File: src/cbs_pkg.sv
/*
 * Package for the core buffer sequencer: address limits, counter moduli, access
 * phase lengths, burst lengths and the carrier structs for driver selection.
 * Assumes a single 20 MHz clock domain.
 */
package cbs_pkg;
    localparam int unsigned CLK_HZ       = 20_000_000;
    localparam int unsigned ROW_COUNT    = 44;
    localparam int unsigned COL_LOW_MOD  = 5;
    localparam int unsigned COL_HIGH_MOD = 3;
    localparam int unsigned SECTIONS     = 3;
    localparam int unsigned LOCATIONS    = 660;
    localparam int unsigned BURST_PAIR   = 2;
    localparam int unsigned BURST_WORD   = 7;
    localparam int unsigned FRAME_FIRST  = 1;
    localparam int unsigned FRAME_LAST   = 15;
    localparam int unsigned TAG_LAST     = 3;

    // Settle times in ns, turned into cycle counts (least time, rounded up).
    localparam int unsigned SETTLE_NS     = 500;
    localparam int unsigned DRIVE_NS      = 2000;
    localparam int unsigned SETTLE_CYC    = (SETTLE_NS * (CLK_HZ / 1_000_000) + 999) / 1000;
    localparam int unsigned DRIVE_CYC     = (DRIVE_NS * (CLK_HZ / 1_000_000) + 999) / 1000;
    localparam int unsigned STROBE_CYC    = DRIVE_CYC / 2;
    localparam logic [3:0]  FRAME_RESET   = 4'h1;
    localparam logic [2:0]  SECT_EMPTY_RV = 3'h7;

    typedef struct packed {
        logic [2:0] col_drv;
        logic [4:0] col_sw;
        logic [7:0] row_drv;
        logic [5:0] row_sw;
    } cbs_sel_t;

    typedef struct packed {
        logic [5:0] row;
        logic [2:0] col_lo;
        logic [1:0] col_hi;
    } cbs_addr_t;
endpackage : cbs_pkg

File: src/cbs_core_buffer_sequencer.sv
/*
 * Core buffer sequencer: address counters, write burst generation, access timing,
 * frame tag output and section occupancy for a 15x44 bit-serial core store.
 * Assumes all pulse inputs are one clock wide, synchronous, and that the
 * controlling logic never presents a write burst and a read pulse together.
 */
// Function
// - Only 15 columns by 44 rows, 660 locations, are ever addressed.
// - Switches turn on before drivers; drivers turn off before switches.
// - Output amplifier stays off until a strobe mid read pulse.
// - Separate read and write row/column counters, each stepped by own advance.
// - Row counter wraps after 44 advances and emits one column advance.
// - Column low section cycles five states then advances upper section.
// - Upper section counts to 2; third advance clears both sections.
// - Each write pulse yields a burst of 2 or 7 write commands.
// - A write-row advance follows each write command of a burst.
// - Write command samples address and data, then drives selected lines.
// - Each shift-data pulse reads one location and generates the strobe.
// - Frame counter counts 1 to 15, stepped by read column advance.
// - Tag counter counts 0 to 3, stepped by each tag shift pulse.
// - Counters decode to a tag bit sent through the shared output.
// - One empty flag per section, high while section is empty.
// - Write clears a section's flag; reading it out sets it again.
// - Write counter parked at start of unread section raises overflow and blocks new bursts.
// - Reads about to scan an empty section are held off.
// - Column select picks one of 3 drivers and one of 5 switches.
// - Row select picks one of 8 drivers, one of 6 switches; linked rows.
// - Reading is destructive; read bits return to zero.
`timescale 1ns/1ps
module cbs_core_buffer_sequencer (
    input  wire logic              clk,
    input  wire logic              rstn,
    input  wire logic              write_pulse,
    input  wire logic              status_bit_pair,
    input  wire logic              write_data,
    input  wire logic              shift_data_pulse,
    input  wire logic              frame_tag_shift_pulse,
    input  wire logic              sense_one,
    output cbs_pkg::cbs_sel_t      sel,
    output logic                   switch_en,
    output logic                   driver_en,
    output logic                   write_mode,
    output logic                   write_bit,
    output logic                   strobe,
    output logic                   data_out,
    output logic                   frame_tag_bit,
    output logic                   store_overflow_flag,
    output logic                   section_one_empty,
    output logic                   section_two_empty,
    output logic                   section_three_empty,
    output cbs_pkg::cbs_addr_t     wr_addr,
    output cbs_pkg::cbs_addr_t     rd_addr
);
    import cbs_pkg::*;

    typedef enum logic [4:0] {
        ST_IDLE   = 5'b00001,
        ST_SWITCH = 5'b00010,
        ST_DRIVE  = 5'b00100,
        ST_RELEASE= 5'b01000,
        ST_ADV    = 5'b10000
    } cbs_state_t;

    cbs_state_t  state;
    cbs_state_t  next_state;
    logic [7:0]  timer;
    logic [2:0]  burst_left;
    logic        is_write;
    logic        wr_adv;
    logic        rd_adv;
    logic        wr_col_adv;
    logic        rd_col_adv;
    logic [2:0]  empty;
    logic [3:0]  frame_cnt;
    logic [1:0]  tag_cnt;
    logic        sensed;
    cbs_addr_t   wr_addr_i;
    cbs_addr_t   rd_addr_i;

    cbs_addr_ctr u_wr_ctr (
        .clk     (clk),
        .rstn    (rstn),
        .adv     (wr_adv),
        .addr    (wr_addr_i),
        .col_adv (wr_col_adv)
    );
    cbs_addr_ctr u_rd_ctr (
        .clk     (clk),
        .rstn    (rstn),
        .adv     (rd_adv),
        .addr    (rd_addr_i),
        .col_adv (rd_col_adv)
    );

    // A write counter parked on a section's first location is about to enter it.
    // Checking here, not at the last location, never blocks finishing a section.
    wire        wr_at_start = (wr_addr_i.row == 6'h00) && (wr_addr_i.col_lo == 3'h0);
    wire        full_now   = wr_at_start && !empty[wr_addr_i.col_hi];
    wire        rd_blocked = empty[rd_addr_i.col_hi];
    wire        take_write = write_pulse && (state == ST_IDLE)
                          && !store_overflow_flag && !full_now;
    wire        take_read  = shift_data_pulse && (state == ST_IDLE)
                          && !take_write && !rd_blocked;
    wire        timer_done = (timer == 8'h00);
    wire        cur_write  = (state == ST_IDLE) ? take_write : is_write;
    cbs_addr_t  cur_addr;
    assign cur_addr = cur_write ? wr_addr_i : rd_addr_i;
    // Step in the last release cycle, so the next command of a burst latches
    // its selection from the address that it really drives.
    assign wr_adv = (state == ST_RELEASE) && timer_done && is_write;
    assign rd_adv = (state == ST_RELEASE) && timer_done && !is_write;
    // Rows eight apart share a driver line: driver is row mod 8, switch is row / 8, for read and write alike.
    wire [2:0]  row_drv_i  = 3'(cur_addr.row % 6'h08);
    wire [2:0]  row_sw_i   = 3'(cur_addr.row / 6'h08);
    wire        tag_decode = frame_cnt[tag_cnt];
    wire        rd_hi_chg  = rd_col_adv && (rd_addr_i.row == 6'h00)
                          && (rd_addr_i.col_lo == 3'h0);
    wire [1:0]  rd_prev_hi = (rd_addr_i.col_hi == 2'h0) ? 2'(COL_HIGH_MOD - 1)
                          : rd_addr_i.col_hi - 2'h1;

    always_comb begin
        next_state = state;
        case (state)
            ST_IDLE:    if (take_write || take_read) next_state = ST_SWITCH;
            ST_SWITCH:  if (timer_done) next_state = ST_DRIVE;
            ST_DRIVE:   if (timer_done) next_state = ST_RELEASE;
            ST_RELEASE: if (timer_done) next_state = ST_ADV;
            ST_ADV:     next_state = (is_write && burst_left != 3'h0) ? ST_SWITCH : ST_IDLE;
            default:    next_state = ST_IDLE;
        endcase
    end

    always_ff @(posedge clk or negedge rstn) begin
        if (!rstn) begin
            state <= ST_IDLE;
            timer <= 8'h00;
        end else begin
            state <= next_state;
            if (next_state != state || state == ST_ADV) begin
                timer <= (next_state == ST_DRIVE) ? 8'(DRIVE_CYC - 1) : 8'(SETTLE_CYC - 1);
            end else if (!timer_done) begin
                timer <= timer - 8'h01;
            end
        end
    end

    always_ff @(posedge clk or negedge rstn) begin
        if (!rstn) begin
            is_write   <= 1'b0;
            burst_left <= 3'h0;
            write_bit  <= 1'b0;
        end else begin
            if (take_write) begin
                is_write   <= 1'b1;
                burst_left <= status_bit_pair ? 3'(BURST_PAIR - 1)
                                              : 3'(BURST_WORD - 1);
            end else if (take_read) begin
                is_write <= 1'b0;
            end else if (state == ST_ADV && is_write && burst_left != 3'h0) begin
                burst_left <= burst_left - 3'h1;
            end
            if (next_state == ST_SWITCH && cur_write) begin
                write_bit <= write_data;
            end
        end
    end

    always_ff @(posedge clk or negedge rstn) begin
        if (!rstn) begin
            sel        <= '0;
            switch_en  <= 1'b0;
            driver_en  <= 1'b0;
            write_mode <= 1'b0;
            strobe     <= 1'b0;
            sensed     <= 1'b0;
            data_out   <= 1'b0;
        end else begin
            if (next_state == ST_SWITCH && state != ST_SWITCH) begin
                sel.col_drv <= 3'h1 << cur_addr.col_hi;
                sel.col_sw  <= 5'h01 << cur_addr.col_lo;
                sel.row_drv <= 8'h01 << row_drv_i;
                sel.row_sw  <= 6'h01 << row_sw_i;
                write_mode  <= cur_write;
            end
            switch_en <= (next_state == ST_SWITCH) || (next_state == ST_DRIVE)
                      || (next_state == ST_RELEASE);
            driver_en <= (next_state == ST_DRIVE);
            strobe    <= (next_state == ST_DRIVE) && !is_write
                      && (timer == 8'(STROBE_CYC));
            sensed    <= strobe && sense_one;
            data_out  <= sensed || (frame_tag_shift_pulse && tag_decode);
        end
    end

    always_ff @(posedge clk or negedge rstn) begin
        if (!rstn) begin
            frame_cnt     <= FRAME_RESET;
            tag_cnt       <= 2'h0;
            frame_tag_bit <= 1'b0;
        end else begin
            if (rd_col_adv) begin
                frame_cnt <= (frame_cnt == 4'(FRAME_LAST)) ? 4'(FRAME_FIRST)
                                                           : frame_cnt + 4'h1;
            end
            if (frame_tag_shift_pulse) begin
                tag_cnt <= (tag_cnt == 2'(TAG_LAST)) ? 2'h0 : tag_cnt + 2'h1;
            end
            frame_tag_bit <= tag_decode;
        end
    end

    always_ff @(posedge clk or negedge rstn) begin
        if (!rstn) begin
            empty               <= SECT_EMPTY_RV;
            store_overflow_flag <= 1'b0;
        end else begin
            // A section is claimed when written into and released after readout.
            for (int i = 0; i < SECTIONS; i++) begin
                if (wr_adv && wr_addr_i.row == 6'h00 && wr_addr_i.col_lo == 3'h0
                    && wr_addr_i.col_hi == 2'(i)) begin
                    empty[i] <= 1'b0;
                end else if (rd_hi_chg && rd_prev_hi == 2'(i)) begin
                    empty[i] <= 1'b1;
                end
            end
            store_overflow_flag <= full_now;
        end
    end

    assign section_one_empty   = empty[0];
    assign section_two_empty   = empty[1];
    assign section_three_empty = empty[2];
    assign wr_addr             = wr_addr_i;
    assign rd_addr             = rd_addr_i;

    // One counter serves both ends of a drive window: switch-on cycles with drivers off.
    logic [7:0]  gap_cnt;
    always_ff @(posedge clk or negedge rstn) begin
        if (!rstn) begin
            gap_cnt <= 8'h00;
        end else if (!switch_en || driver_en) begin
            gap_cnt <= 8'h00;
        end else if (gap_cnt != 8'hff) begin
            gap_cnt <= gap_cnt + 8'h01;
        end
    end

    property p_drv_inside_sw;
        @(posedge clk) disable iff (!rstn) driver_en |-> switch_en;
    endproperty
    a_drv_inside_sw: assert property (p_drv_inside_sw) else $error("drive without switch");
    property p_sw_lead;
        @(posedge clk) disable iff (!rstn) $rose(driver_en) |-> gap_cnt >= 8'(SETTLE_CYC);
    endproperty
    a_sw_lead: assert property (p_sw_lead) else $error("switch lead too short");
    property p_sw_lag;
        @(posedge clk) disable iff (!rstn) $fell(switch_en) |-> gap_cnt >= 8'(SETTLE_CYC);
    endproperty
    a_sw_lag: assert property (p_sw_lag) else $error("switch lag too short");
    property p_strobe_read;
        @(posedge clk) disable iff (!rstn) strobe |-> driver_en && !write_mode;
    endproperty
    a_strobe_read: assert property (p_strobe_read) else $error("strobe outside read");
    property p_row_range;
        @(posedge clk) disable iff (!rstn) wr_addr_i.row < 6'd44 && rd_addr_i.row < 6'd44;
    endproperty
    a_row_range: assert property (p_row_range) else $error("row out of range");
    property p_col_range;
        @(posedge clk) disable iff (!rstn) wr_addr_i.col_lo < 3'd5 && wr_addr_i.col_hi < 2'd3;
    endproperty
    a_col_range: assert property (p_col_range) else $error("column out of range");
    property p_frame_range;
        @(posedge clk) disable iff (!rstn) frame_cnt >= 4'd1 && frame_cnt <= 4'd15;
    endproperty
    a_frame_range: assert property (p_frame_range) else $error("frame out of range");
    property p_full_ignore;
        @(posedge clk) disable iff (!rstn) store_overflow_flag && state == ST_IDLE
            |=> !(state == ST_SWITCH && is_write);
    endproperty
    a_full_ignore: assert property (p_full_ignore) else $error("write taken when full");
    property p_wr_adv_after;
        @(posedge clk) disable iff (!rstn) state == ST_ADV && is_write
            |-> wr_addr_i != $past(wr_addr_i);
    endproperty
    a_wr_adv_after: assert property (p_wr_adv_after) else $error("missing write advance");
    property p_col_carry;
        @(posedge clk) disable iff (!rstn) wr_col_adv
            |-> wr_addr_i.row == 6'h00 && $past(wr_addr_i.row) == 6'(ROW_COUNT - 1);
    endproperty
    a_col_carry: assert property (p_col_carry) else $error("column advance off row wrap");
    property p_rd_blocked;
        @(posedge clk) disable iff (!rstn) shift_data_pulse && !write_pulse && rd_blocked
            && state == ST_IDLE |=> state == ST_IDLE;
    endproperty
    a_rd_blocked: assert property (p_rd_blocked) else $error("read of empty section");
    property p_bit_hold;
        @(posedge clk) disable iff (!rstn) driver_en && write_mode |-> $stable(write_bit);
    endproperty
    a_bit_hold: assert property (p_bit_hold) else $error("write bit moved in drive");
    property p_sel_hold;
        @(posedge clk) disable iff (!rstn) switch_en && $past(switch_en) |-> $stable(sel);
    endproperty
    a_sel_hold: assert property (p_sel_hold) else $error("selection moved in access");
    c_write: cover property (@(posedge clk) disable iff (!rstn) wr_adv);
    c_pair:  cover property (@(posedge clk) disable iff (!rstn) take_write && status_bit_pair);
    c_read:  cover property (@(posedge clk) disable iff (!rstn) strobe);
    c_full:  cover property (@(posedge clk) disable iff (!rstn) store_overflow_flag);
endmodule : cbs_core_buffer_sequencer

File: src/cbs_addr_ctr.sv
/*
 * One row/column address counter pair for either the read or the write side.
 * Assumes advance pulses are one clock wide and synchronous to clk.
 */
`timescale 1ns/1ps
module cbs_addr_ctr (
    input  wire logic             clk,
    input  wire logic             rstn,
    input  wire logic             adv,
    output cbs_pkg::cbs_addr_t    addr,
    output logic                  col_adv
);
    import cbs_pkg::*;

    wire row_wrap = (addr.row == 6'(ROW_COUNT - 1));
    wire lo_wrap  = (addr.col_lo == 3'(COL_LOW_MOD - 1));
    wire hi_wrap  = (addr.col_hi == 2'(COL_HIGH_MOD - 1));

    always_ff @(posedge clk or negedge rstn) begin
        if (!rstn) begin
            addr    <= '0;
            col_adv <= 1'b0;
        end else begin
            col_adv <= adv && row_wrap;
            if (adv) begin
                addr.row <= row_wrap ? 6'h00 : addr.row + 6'h01;
                if (row_wrap) begin
                    if (lo_wrap) begin
                        addr.col_lo <= 3'h0;
                        addr.col_hi <= hi_wrap ? 2'h0 : addr.col_hi + 2'h1;
                    end else begin
                        addr.col_lo <= addr.col_lo + 3'h1;
                    end
                end
            end
        end
    end
endmodule : cbs_addr_ctr

File: config.mk
export PLATFORM = sky130hd
export DESIGN_NAME = cbs_core_buffer_sequencer
export DESIGN_NICKNAME = d
export VERILOG_FILES = /design/src/cbs_pkg.sv /design/src/cbs_core_buffer_sequencer.sv /design/src/cbs_addr_ctr.sv
export SDC_FILE = /design/constraint.sdc
export NUM_CORES = 1
export LEC_CHECK = 0
export BUFFER_PORTS_ARGS = -buffer_cell sky130_fd_sc_hd__buf_2
export CAP_MARGIN = 10
export CORE_MARGIN = 3
export CORE_UTILIZATION = 45
export DETAILED_ROUTE_END_ITERATION = 6
export MAX_ROUTING_LAYER = met4
export PLACE_DENSITY = 0.79
export SLEW_MARGIN = 20
export SYNTH_ARGS = -nofsm -noshare
export SYNTH_HDL_FRONTEND = slang
export SYNTH_SLANG_ARGS = --single-unit
File: constraint.sdc
create_clock -name clk -period 2.2 [get_ports clk]
set_input_delay 0.44 -clock clk [delete_from_list [all_inputs] [get_ports clk]]
set_output_delay 0.44 -clock clk [all_outputs]
set_load 0.01 [all_outputs]
### Yosys cells after proc, flatten, opt, wreduce, memory -nomap -nowiden

Index checks and enable logic that the tools add are counted.

* add/subtract/negate cells: 11
* $lt $le $gt $ge: 3
* equality and inequality tests: 24
* shifts and indexed selects: 4
* mux-type cells: 38
* reduce and logical (&&, ||, !) cells: 61

Operators by type and width (number)
* 1-bit logical AND: 31
* 5-bit one-hot mux with 5 select lines: 1
* 5-bit two-way mux: 4
* 3-bit two-way mux: 6
* 6-bit two-way mux: 3
* 8-bit two-way mux: 2
* 6-bit by 1-bit adder with 6-bit output (second input constant): 2
* 6-bit == test (second input constant): 2
* 6-bit logical NOT: 2
* 1-bit two-way mux: 12
* 11-bit two-way mux: 1
* 5-bit by 2-bit == test with 1-bit output (second input constant): 2
* 5-bit by 3-bit == test with 1-bit output (second input constant): 2
* 5-bit by 4-bit == test with 1-bit output (second input constant): 2
* 2-bit two-way mux: 5
* 2-bit nonzero test: 5
* 2-bit by 3-bit < comparator with 1-bit output (second input constant): 3
* 2-bit == test (second input constant): 4
* 8-bit by 5-bit == test with 1-bit output (second input constant): 1
* 8-bit logical NOT: 1
* 1-bit by 3-bit << shifter with 8-bit output (first input constant): 1
* 8-bit by 1-bit subtractor with 8-bit output (second input constant): 1
* 2-bit by 1-bit adder with 2-bit output (second input constant): 3
* 3-bit by 1-bit adder with 3-bit output (second input constant): 2
* 24 further kinds: 43

* flip-flop bits (word level): 80
* bits of input ports: 8
* logic and storage cells: 170

### Depth between registers and ports, before layout

Gate-level depths: netlist (run 1).

* depth in word-level cells: 15
* mapped depth: 9
* gate-level depth less buffers: 8

### By module

From an unflattened synthesis (run 1), not the netlist that was laid out.

* cells, all modules: 438
* area, all modules: 4424.2 µm²

Modules (own cells, without submodules)
* cbs_core_buffer_sequencer: times used 1, cells each 336, area an instance 3180.6 µm²
* cbs_addr_ctr: times used 2, cells each 51, area an instance 621.8 µm²

### Worst setup path before layout (run 1)

OpenSTA, ideal clock, no wires.

* kind: reg-to-reg
* start point: reg timer[0]
* end point: reg u_rd_ctr.addr[0] (netlist bit)
* arrival time: 2.118 ns
* path slack: -0.045 ns
* stages on the path, launching flop included: 8
* clock period less this slack: 2.245 ns
* path through: dfrtp_1 > inv_1 > ha_1 > or3b_2 > nor4_4 > nor2b_1 > and3b_1 > mux2_1

* word-level cells in the longest chain between the ends: 4

Ends and longest elaborated chain
* start: declaration: line cbs_core_buffer_sequencer.sv:66 `logic [7:0] timer;`
* start signal: assignment: line cbs_core_buffer_sequencer.sv:140 `timer <= (next_state == ST_DRIVE) ? 8'(DRIVE_CYC - 1) : 8'(SETTLE_CYC - 1);`
* start signal: assignment: line cbs_core_buffer_sequencer.sv:142 `timer <= timer - 8'h01;`
* 8-bit logical NOT: line cbs_core_buffer_sequencer.sv:104 `wire timer_done = (timer == 8'h00);`
* 1-bit logical AND (2 in a row): line cbs_core_buffer_sequencer.sv:111 `assign rd_adv = (state == ST_RELEASE) && timer_done && !is_write;`
* 3-bit AND reduction (no line)
* end: declaration: line cbs_addr_ctr.sv:10 `output cbs_pkg::cbs_addr_t addr,`

Every way passes these cells.
A chain may end at the register's enable or synchronous reset.

### Final worst setup path (run 1)

* start point: reg timer[1]
* end point: reg u_rd_ctr.addr[1] (netlist bit)

The elaborated chain is that of the path after synthesis.

==> results of run 1 <==
==> power groups by stage <==
| stage | sequential (µW) | clock [µW] | combinational (µW) |
|---|---|---|---|
| 6_report | 1920 | 1120 | 1530 |
| 5_1_grt | 1950 | 1210 | 1680 |
| 4_1_cts | 1910 | 1130 | 1470 |
| 3_5_place_dp | 1930 | 0 | 1390 |
| 3_3_place_gp | 1920 | 0 | 1350 |
| 2_1_floorplan | 2000 | 0 | 772 |
==> area by class of cell <==
cell class,count,share of cell area [%]
clock buffer,13,2.84
multi-input combinational,324,41.1
clock inverter,3,0.760
sequential,80,35.9
tap,129,2.88
timing repair buffer,127,15.2
inverter,21,1.41
==> repair_timing <==
| item | in CTS | in global routing |
|---|---|---|
| hold buffers | 0 | 0 |
| gates resized for setup | 9 | 20 |
| pin swaps | 2 | 5 |
| setup buffers | 5 | 5 |
| hold endpoints to repair | 0 | 0 |
| setup endpoints to repair | 2 | 47 |
==> kinds of logic after synthesis <==
group	count (synthesis)
simple gates	178
compound gates	104
buf+inv	50
mux	12
xor+xnor	12
fa+ha+maj	18
flops	80
==> path summary, 6_finish.rpt <==
path	from	end	slack, ns	depth (start not counted)
setup / recovery	timer[1]	u_rd_ctr.addr[1]	0.007	7
max in group asynchronous	rstn	frame_cnt[0]	1.51	2
hold / removal	rstn	u_rd_ctr.addr[3]	0.03	1
min in group clk	sense_one	sensed	0.29	2
setup reg to reg	timer[1]	u_rd_ctr.addr[1]	0.007	7
hold reg to reg	sensed	data_out	0.44	1
==> metal layers <==
layer	wire [µm]	share of wire, %	up-vias
met4	235	1.9	0
li1	-	-	1889
met5	0	0	-
met2	5930	49	184
met1	5240	43	2032
met3	751	6.2	24
==> state kept, by name (all words and copies together) (netlist names), 2 cells and up <==
register       cells
sel               22
empty              3
frame_cnt          4
timer              8
tag_cnt            2
state              5
burst_left         3
u_wr_ctr.addr     11
u_rd_ctr.addr     11
==> cells in the final DEF, fill, tap and decap left out, types with 4 or more instances in the layout <==
master     netlist  layout
a211o_1          4       4
a21o_1           5       5
a21oi_1         13      13
a31oi_1         20      20
buf_2            7      61
buf_4            1      60
clkbuf_8         0      11
dfrtp_1         75      75
dfstp_2          5       5
ha_1            18      17
inv_1           21      18
nand2_1         34      34
nand3_1          9       9
nand3b_1         4       4
nand4_1         17      17
nor2_1          37      37
nor2b_1          6       5
nor3_1          26      25
nor4_1           5       4
nor4_4           3       4
o2111ai_1        8       8
o21ai_0         20      17
o21ai_1          5       7
or4_1            6       6
xnor2_1          7       7
xor2_1           5       5
==> through the flow <==
stage	area, µm²	setup TNS (ns)	hold WS [ns]	worst slack (ns)
3_5_place_dp	5220	-0.0669	0.427	-0.0336
6_report	5600	0	0.0266	0.00675
5_1_grt	5600	-0.187	0.0410	-0.0601
4_1_cts	5490	0	0.0260	0.00586
3_3_place_gp	5220	0	0.426	0.0149
2_1_floorplan	4420	0	0.144	0.00788
==> impl_metrics.toml, run 1 <==
[yosys]
ys_seq_area_share_pct = 45.4
synth_nets = 480
async_flop_share_pct = 100
syn_area_per_cell_um2 = 9.74
synth_area_leader_cell = "dfrtp_1"
syn_area_mm2 = 0.00442
synth.most_common_cell = "dfrtp_1"
synth_common_cells = "dfrtp_1, nor2_1, nand2_1"
synth_fa_ha_area_share_pct = 5.09
ys_ff_latch = 80
synth_xor_area_share_pct = 2.38
synth_cell_types = 69
yosysWarningCount = 0
netlist_instances = 454
synthMuxAreaShare_pct = 3.23
ys_top_cells_by_area = "dfrtp_1, ha_1, nor2_1, dfstp_2, nor3_1"
synth_top_family_by_area = "simple AND/OR/NAND/NOR gates"
synth_edf_count = 0
netlist.area_leader.share_pct = 42.5
synth_compound_area_share_pct = 16.5
yosys.area_share.simple_pct = 22.6
synth_ff_type = "dfrtp_1"

[layout]
utilization_pct = 59.7
stdcell_count = 697
regArea_mm2 = 0.00201
nFillCells = 798
drive_gt1_share_pct = 32.2
final_nets = 589
synthToLayoutAreaGrowth_pct = 26.7
antenna_cells = 0
multi_input_area_mm2 = 0.00230

[grt]
use_met3_pct = 3.95
gr-usage-met1_pct = 31.0
grt_max_degree = 46
gr-total-overflow = 0
grt_pass1_vias = 4079
grt_antenna_before_repair = 0
grt_use_total_pct = 23.1
use_met2_pct = 35.5
top_usage_layer = "met2"
grt_pass1_wl_mm = 20.2

[routing]
ant_nets = 0
vias = 4129
via_per_inst = 5.92
totalWireLength_mm = 12.2
firstDrtPassIters = 5
drc = 0
routedWlPerCell_um = 17.4
initialDrtViolationCount = 293

[clock_tree]
numCtsBuffers = 9
clock_path_buffers = 2
worstSkewPairLatency_ns = 0.36
clkTransAtPathRegs_ns = 0.08
root_buffer = "clkbuf_8"
cts.sinks = 80
cts_max_level = 3
cts_tree = "built"

[flow_run]
drv_cap = 0

[power]
pwr-share-seq_pct = 42.0
power.density_mw_per_mm2 = 816
power.total_uw = 4570
ir_drop_v = 0.000418
p_sw_uw = 1530
combPwrFrac_pct = 33.5
power.leakage_uw = 0.00258
p_sw_share_pct = 33.5
pwr-share-clk_pct = 24.4
p_int_uw = 3040

[die]
die_area_mm2 = 0.0110
core_mm2 = 0.00937
die_h_um = 105
fp.dieW_um = 105
rows = 35
ioPinCount = 63
start_util_pct = 47.2

[worst_hold_path]
hold_class = "in2async"

[sta]
setup_viol = 0
slew_headroom_pct = 59.5
slew_violations = 0
skew_ns = 0.0123
post-route-min-period_ns = 2.19
tightest_slew_ns = 0.604
fmax_mhz = 456
hold_viol_final = 0
period_share_pct = 99.7
rsz0062_at_grt = "true"

[place]
port_buffers = 62
placed_cells = 671
dp_hpwl_mm = 8.64
routabilityCongestion = 0.890

[setup_path]
cp_max_fo = 3
crit_buf_inv = 1
crit_type = "reg2reg"
cp.required_ns = 2.44
max_stage_delay_ns = 0.40
crit_chain = "inv_2 > ha_4 > or3b_4 > nor4_4 > nor2b_4 > and3b_2 > mux2_4"
crit_family = "simple AND/OR/NAND/NOR gates"
end_kind = "flip-flop"
start_kind = "flip-flop"
cp.arrival_ns = 2.43
cp_slowest_cell = "dfrtp_1"

[run_status]
status = "complete, no violations"
Power figures use the tool's default switching activity.
==> inputs of run 2 (changes only) <==
CAP_MARGIN = 25   (was 10)
CORE_UTILIZATION = 51   (was 45)
PLACE_DENSITY = 0.86   (was 0.79)
==> run 2 against run 1 <==
  * Worst setup slack gained 0.0048 ns
  * Via count grew 2.1%
  * Sequential power is essentially flat
  * Hold slack gained 0.035 ns
  * Clock power grew 21%
  * Largest cell class unchanged
  * Wire length grew 2.9%
  * Critical path depth shrank 1
  * Register-to-register slack is essentially flat
==> impl_metrics.toml, run 2 (synthesis results as in run 1) <==
[power]
power.leakage_uw = 0.00261
ir_drop_v = 0.000441
power.total_uw = 4790
power.density_mw_per_mm2 = 856

[sta]
slew_violations = 0
setup_tns_ns = 0
tightest_slew_ns = 0.661
setup_viol = 0
hold_viol_final = 0
slew_headroom_pct = 55.7
skew_ns = 0.0148
period_share_pct = 99.5
rsz0062_at_grt = "true"
post-route-min-period_ns = 2.19
fmax_mhz = 457
holdWs_ns = 0.0615

[clock_tree]
root_buffer = "clkbuf_8"
cts_hold_buffers = 0
clock_path_buffers = 2
worstSkewPairLatency_ns = 0.36
cts_max_level = 3
cts_tree = "built"
clkTransAtPathRegs_ns = 0.09
numCtsBuffers = 9
cts.sinks = 80

[routing]
routedWlPerCell_um = 18.4
vias = 4214
via_per_inst = 6.22
drc = 0
initialDrtViolationCount = 360
firstDrtPassIters = 5
ant_nets = 0
totalWireLength_mm = 12.5

[layout]
layout_common_cells = "dfrtp_1, buf_4, buf_2, nor2_1, nand2_1"
antenna_cells = 0
mostFrequentLayoutCell = "dfrtp_1"
regArea_mm2 = 0.00201
nFillCells = 583
drive_gt1_share_pct = 33.3
utilization_pct = 67.5
synthToLayoutAreaGrowth_pct = 26.7
top_regs = "sel x22, u_rd_ctr.addr x11, u_wr_ctr.addr x11"
largest-register = "sel"
multi_input_area_mm2 = 0.00228
final_nets = 594
largest_reg_flops = 22

[die]
core_mm2 = 0.00830
die_area_mm2 = 0.00982
ioPinCount = 63
die_h_um = 99.1
fp.dieW_um = 99.1
start_util_pct = 53.3
rows = 33

[setup_path]
crit_chain = "nor4_2 > and2_1 > o211a_2 > buf_4 > o21ai_0 > a31oi_1"
start_kind = "flip-flop"
r2r-end = "sel[13]"
end_kind = "flip-flop"
crit_family = "compound AO/OA/AOI/OAI gates"
cp.required_ns = 2.47
crit_buf_inv = 1
crit_type = "reg2reg"
r2r-start = "state[4]"
r2r_slack_ns = 0.01
cp.arrival_ns = 2.46
max_stage_delay_ns = 0.42
cp_slowest_cell = "dfrtp_1"
r2r_cells = 6
cp_max_fo = 14

[grt]
grt_pass1_vias = 4199
grt_antenna_before_repair = 0
grt_max_degree = 44
gr-total-overflow = 0
grt_pass1_wl_mm = 20.5
grt_use_total_pct = 26.5

[place]
routabilityCongestion = 0.933
port_buffers = 62
dp_hpwl_mm = 8.82

[flow_run]
drv_cap = 0

[run_status]
status = "complete, no violations"

[worst_hold_path]
hold_class = "in2async"
==> run 2: cell types whose count changed in the layout (fill, tap and decap cells not counted), moves of 2 or more <==
cell       previous run  this run
buf_12                3         0
a2111oi_0             1         3
bufinv_16             1         3
clkbuf_1              2         0
buf_4                60        69
==> run 2: metal layers <==
layer | global-route usage, % | part of all wire, % | vias up
met4 | 8.93 | 2.1 | 0
li1 | - | - | 1901
met2 | 43.2 | 49 | 253
met1 | 33.7 | 40 | 2023
met3 | 4.77 | 8.7 | 37
met5 | - | 0 | -
==> run 2: layout make-up <==
class | count | area share [%]
Inverter | 21 | 1.41
Clock buffer | 10 | 2.46
Multi-Input combinational cell | 324 | 40.8
Tap cell | 105 | 2.34
Timing Repair Buffer | 132 | 15.1
Clock inverter | 6 | 2.05
Sequential cell | 80 | 35.9
==> run 2: worst max-delay path by stage <==
stage / from / cells past startpoint / endpoint
6_report: state[4] / 6 / sel[13]
5_1_grt: timer[1] / 9 / u_wr_ctr.addr[7]
4_1_cts: timer[1] / 7 / u_rd_ctr.addr[1]
3_5_place_dp: u_wr_ctr.addr[9] / 5 / sel[11]
3_3_place_gp: u_wr_ctr.addr[9] / 7 / sel[2]
2_1_floorplan: timer[5] / 6 / u_rd_ctr.addr[0]
==> run 2: metrics by stage <==
stage               setup WS, ns  std cells  area, µm²
floorplan                0.00788        454       4420
global placement         0.00683        653       5190
detailed placement       -0.0977        653       5190
CTS                    0.0000302        671       5500
global route             -0.0387        678       5600
finish                    0.0115        678       5600
==> run 2: timing repair <==
action,in CTS,in global routing
buffers inserted,2,7
endpoints found under the hold margin,0,0
endpoints found under the setup margin,13,37
pin swaps,2,9
gates resized for setup,12,15
==> run 2: where the power goes <==
group	leakage [µW]	switching (µW)	internal, µW
registers	0.00102	189	1730
clock network	0.000123	573	791
logic	0.00147	813	699
total	0.00261	1570	3220
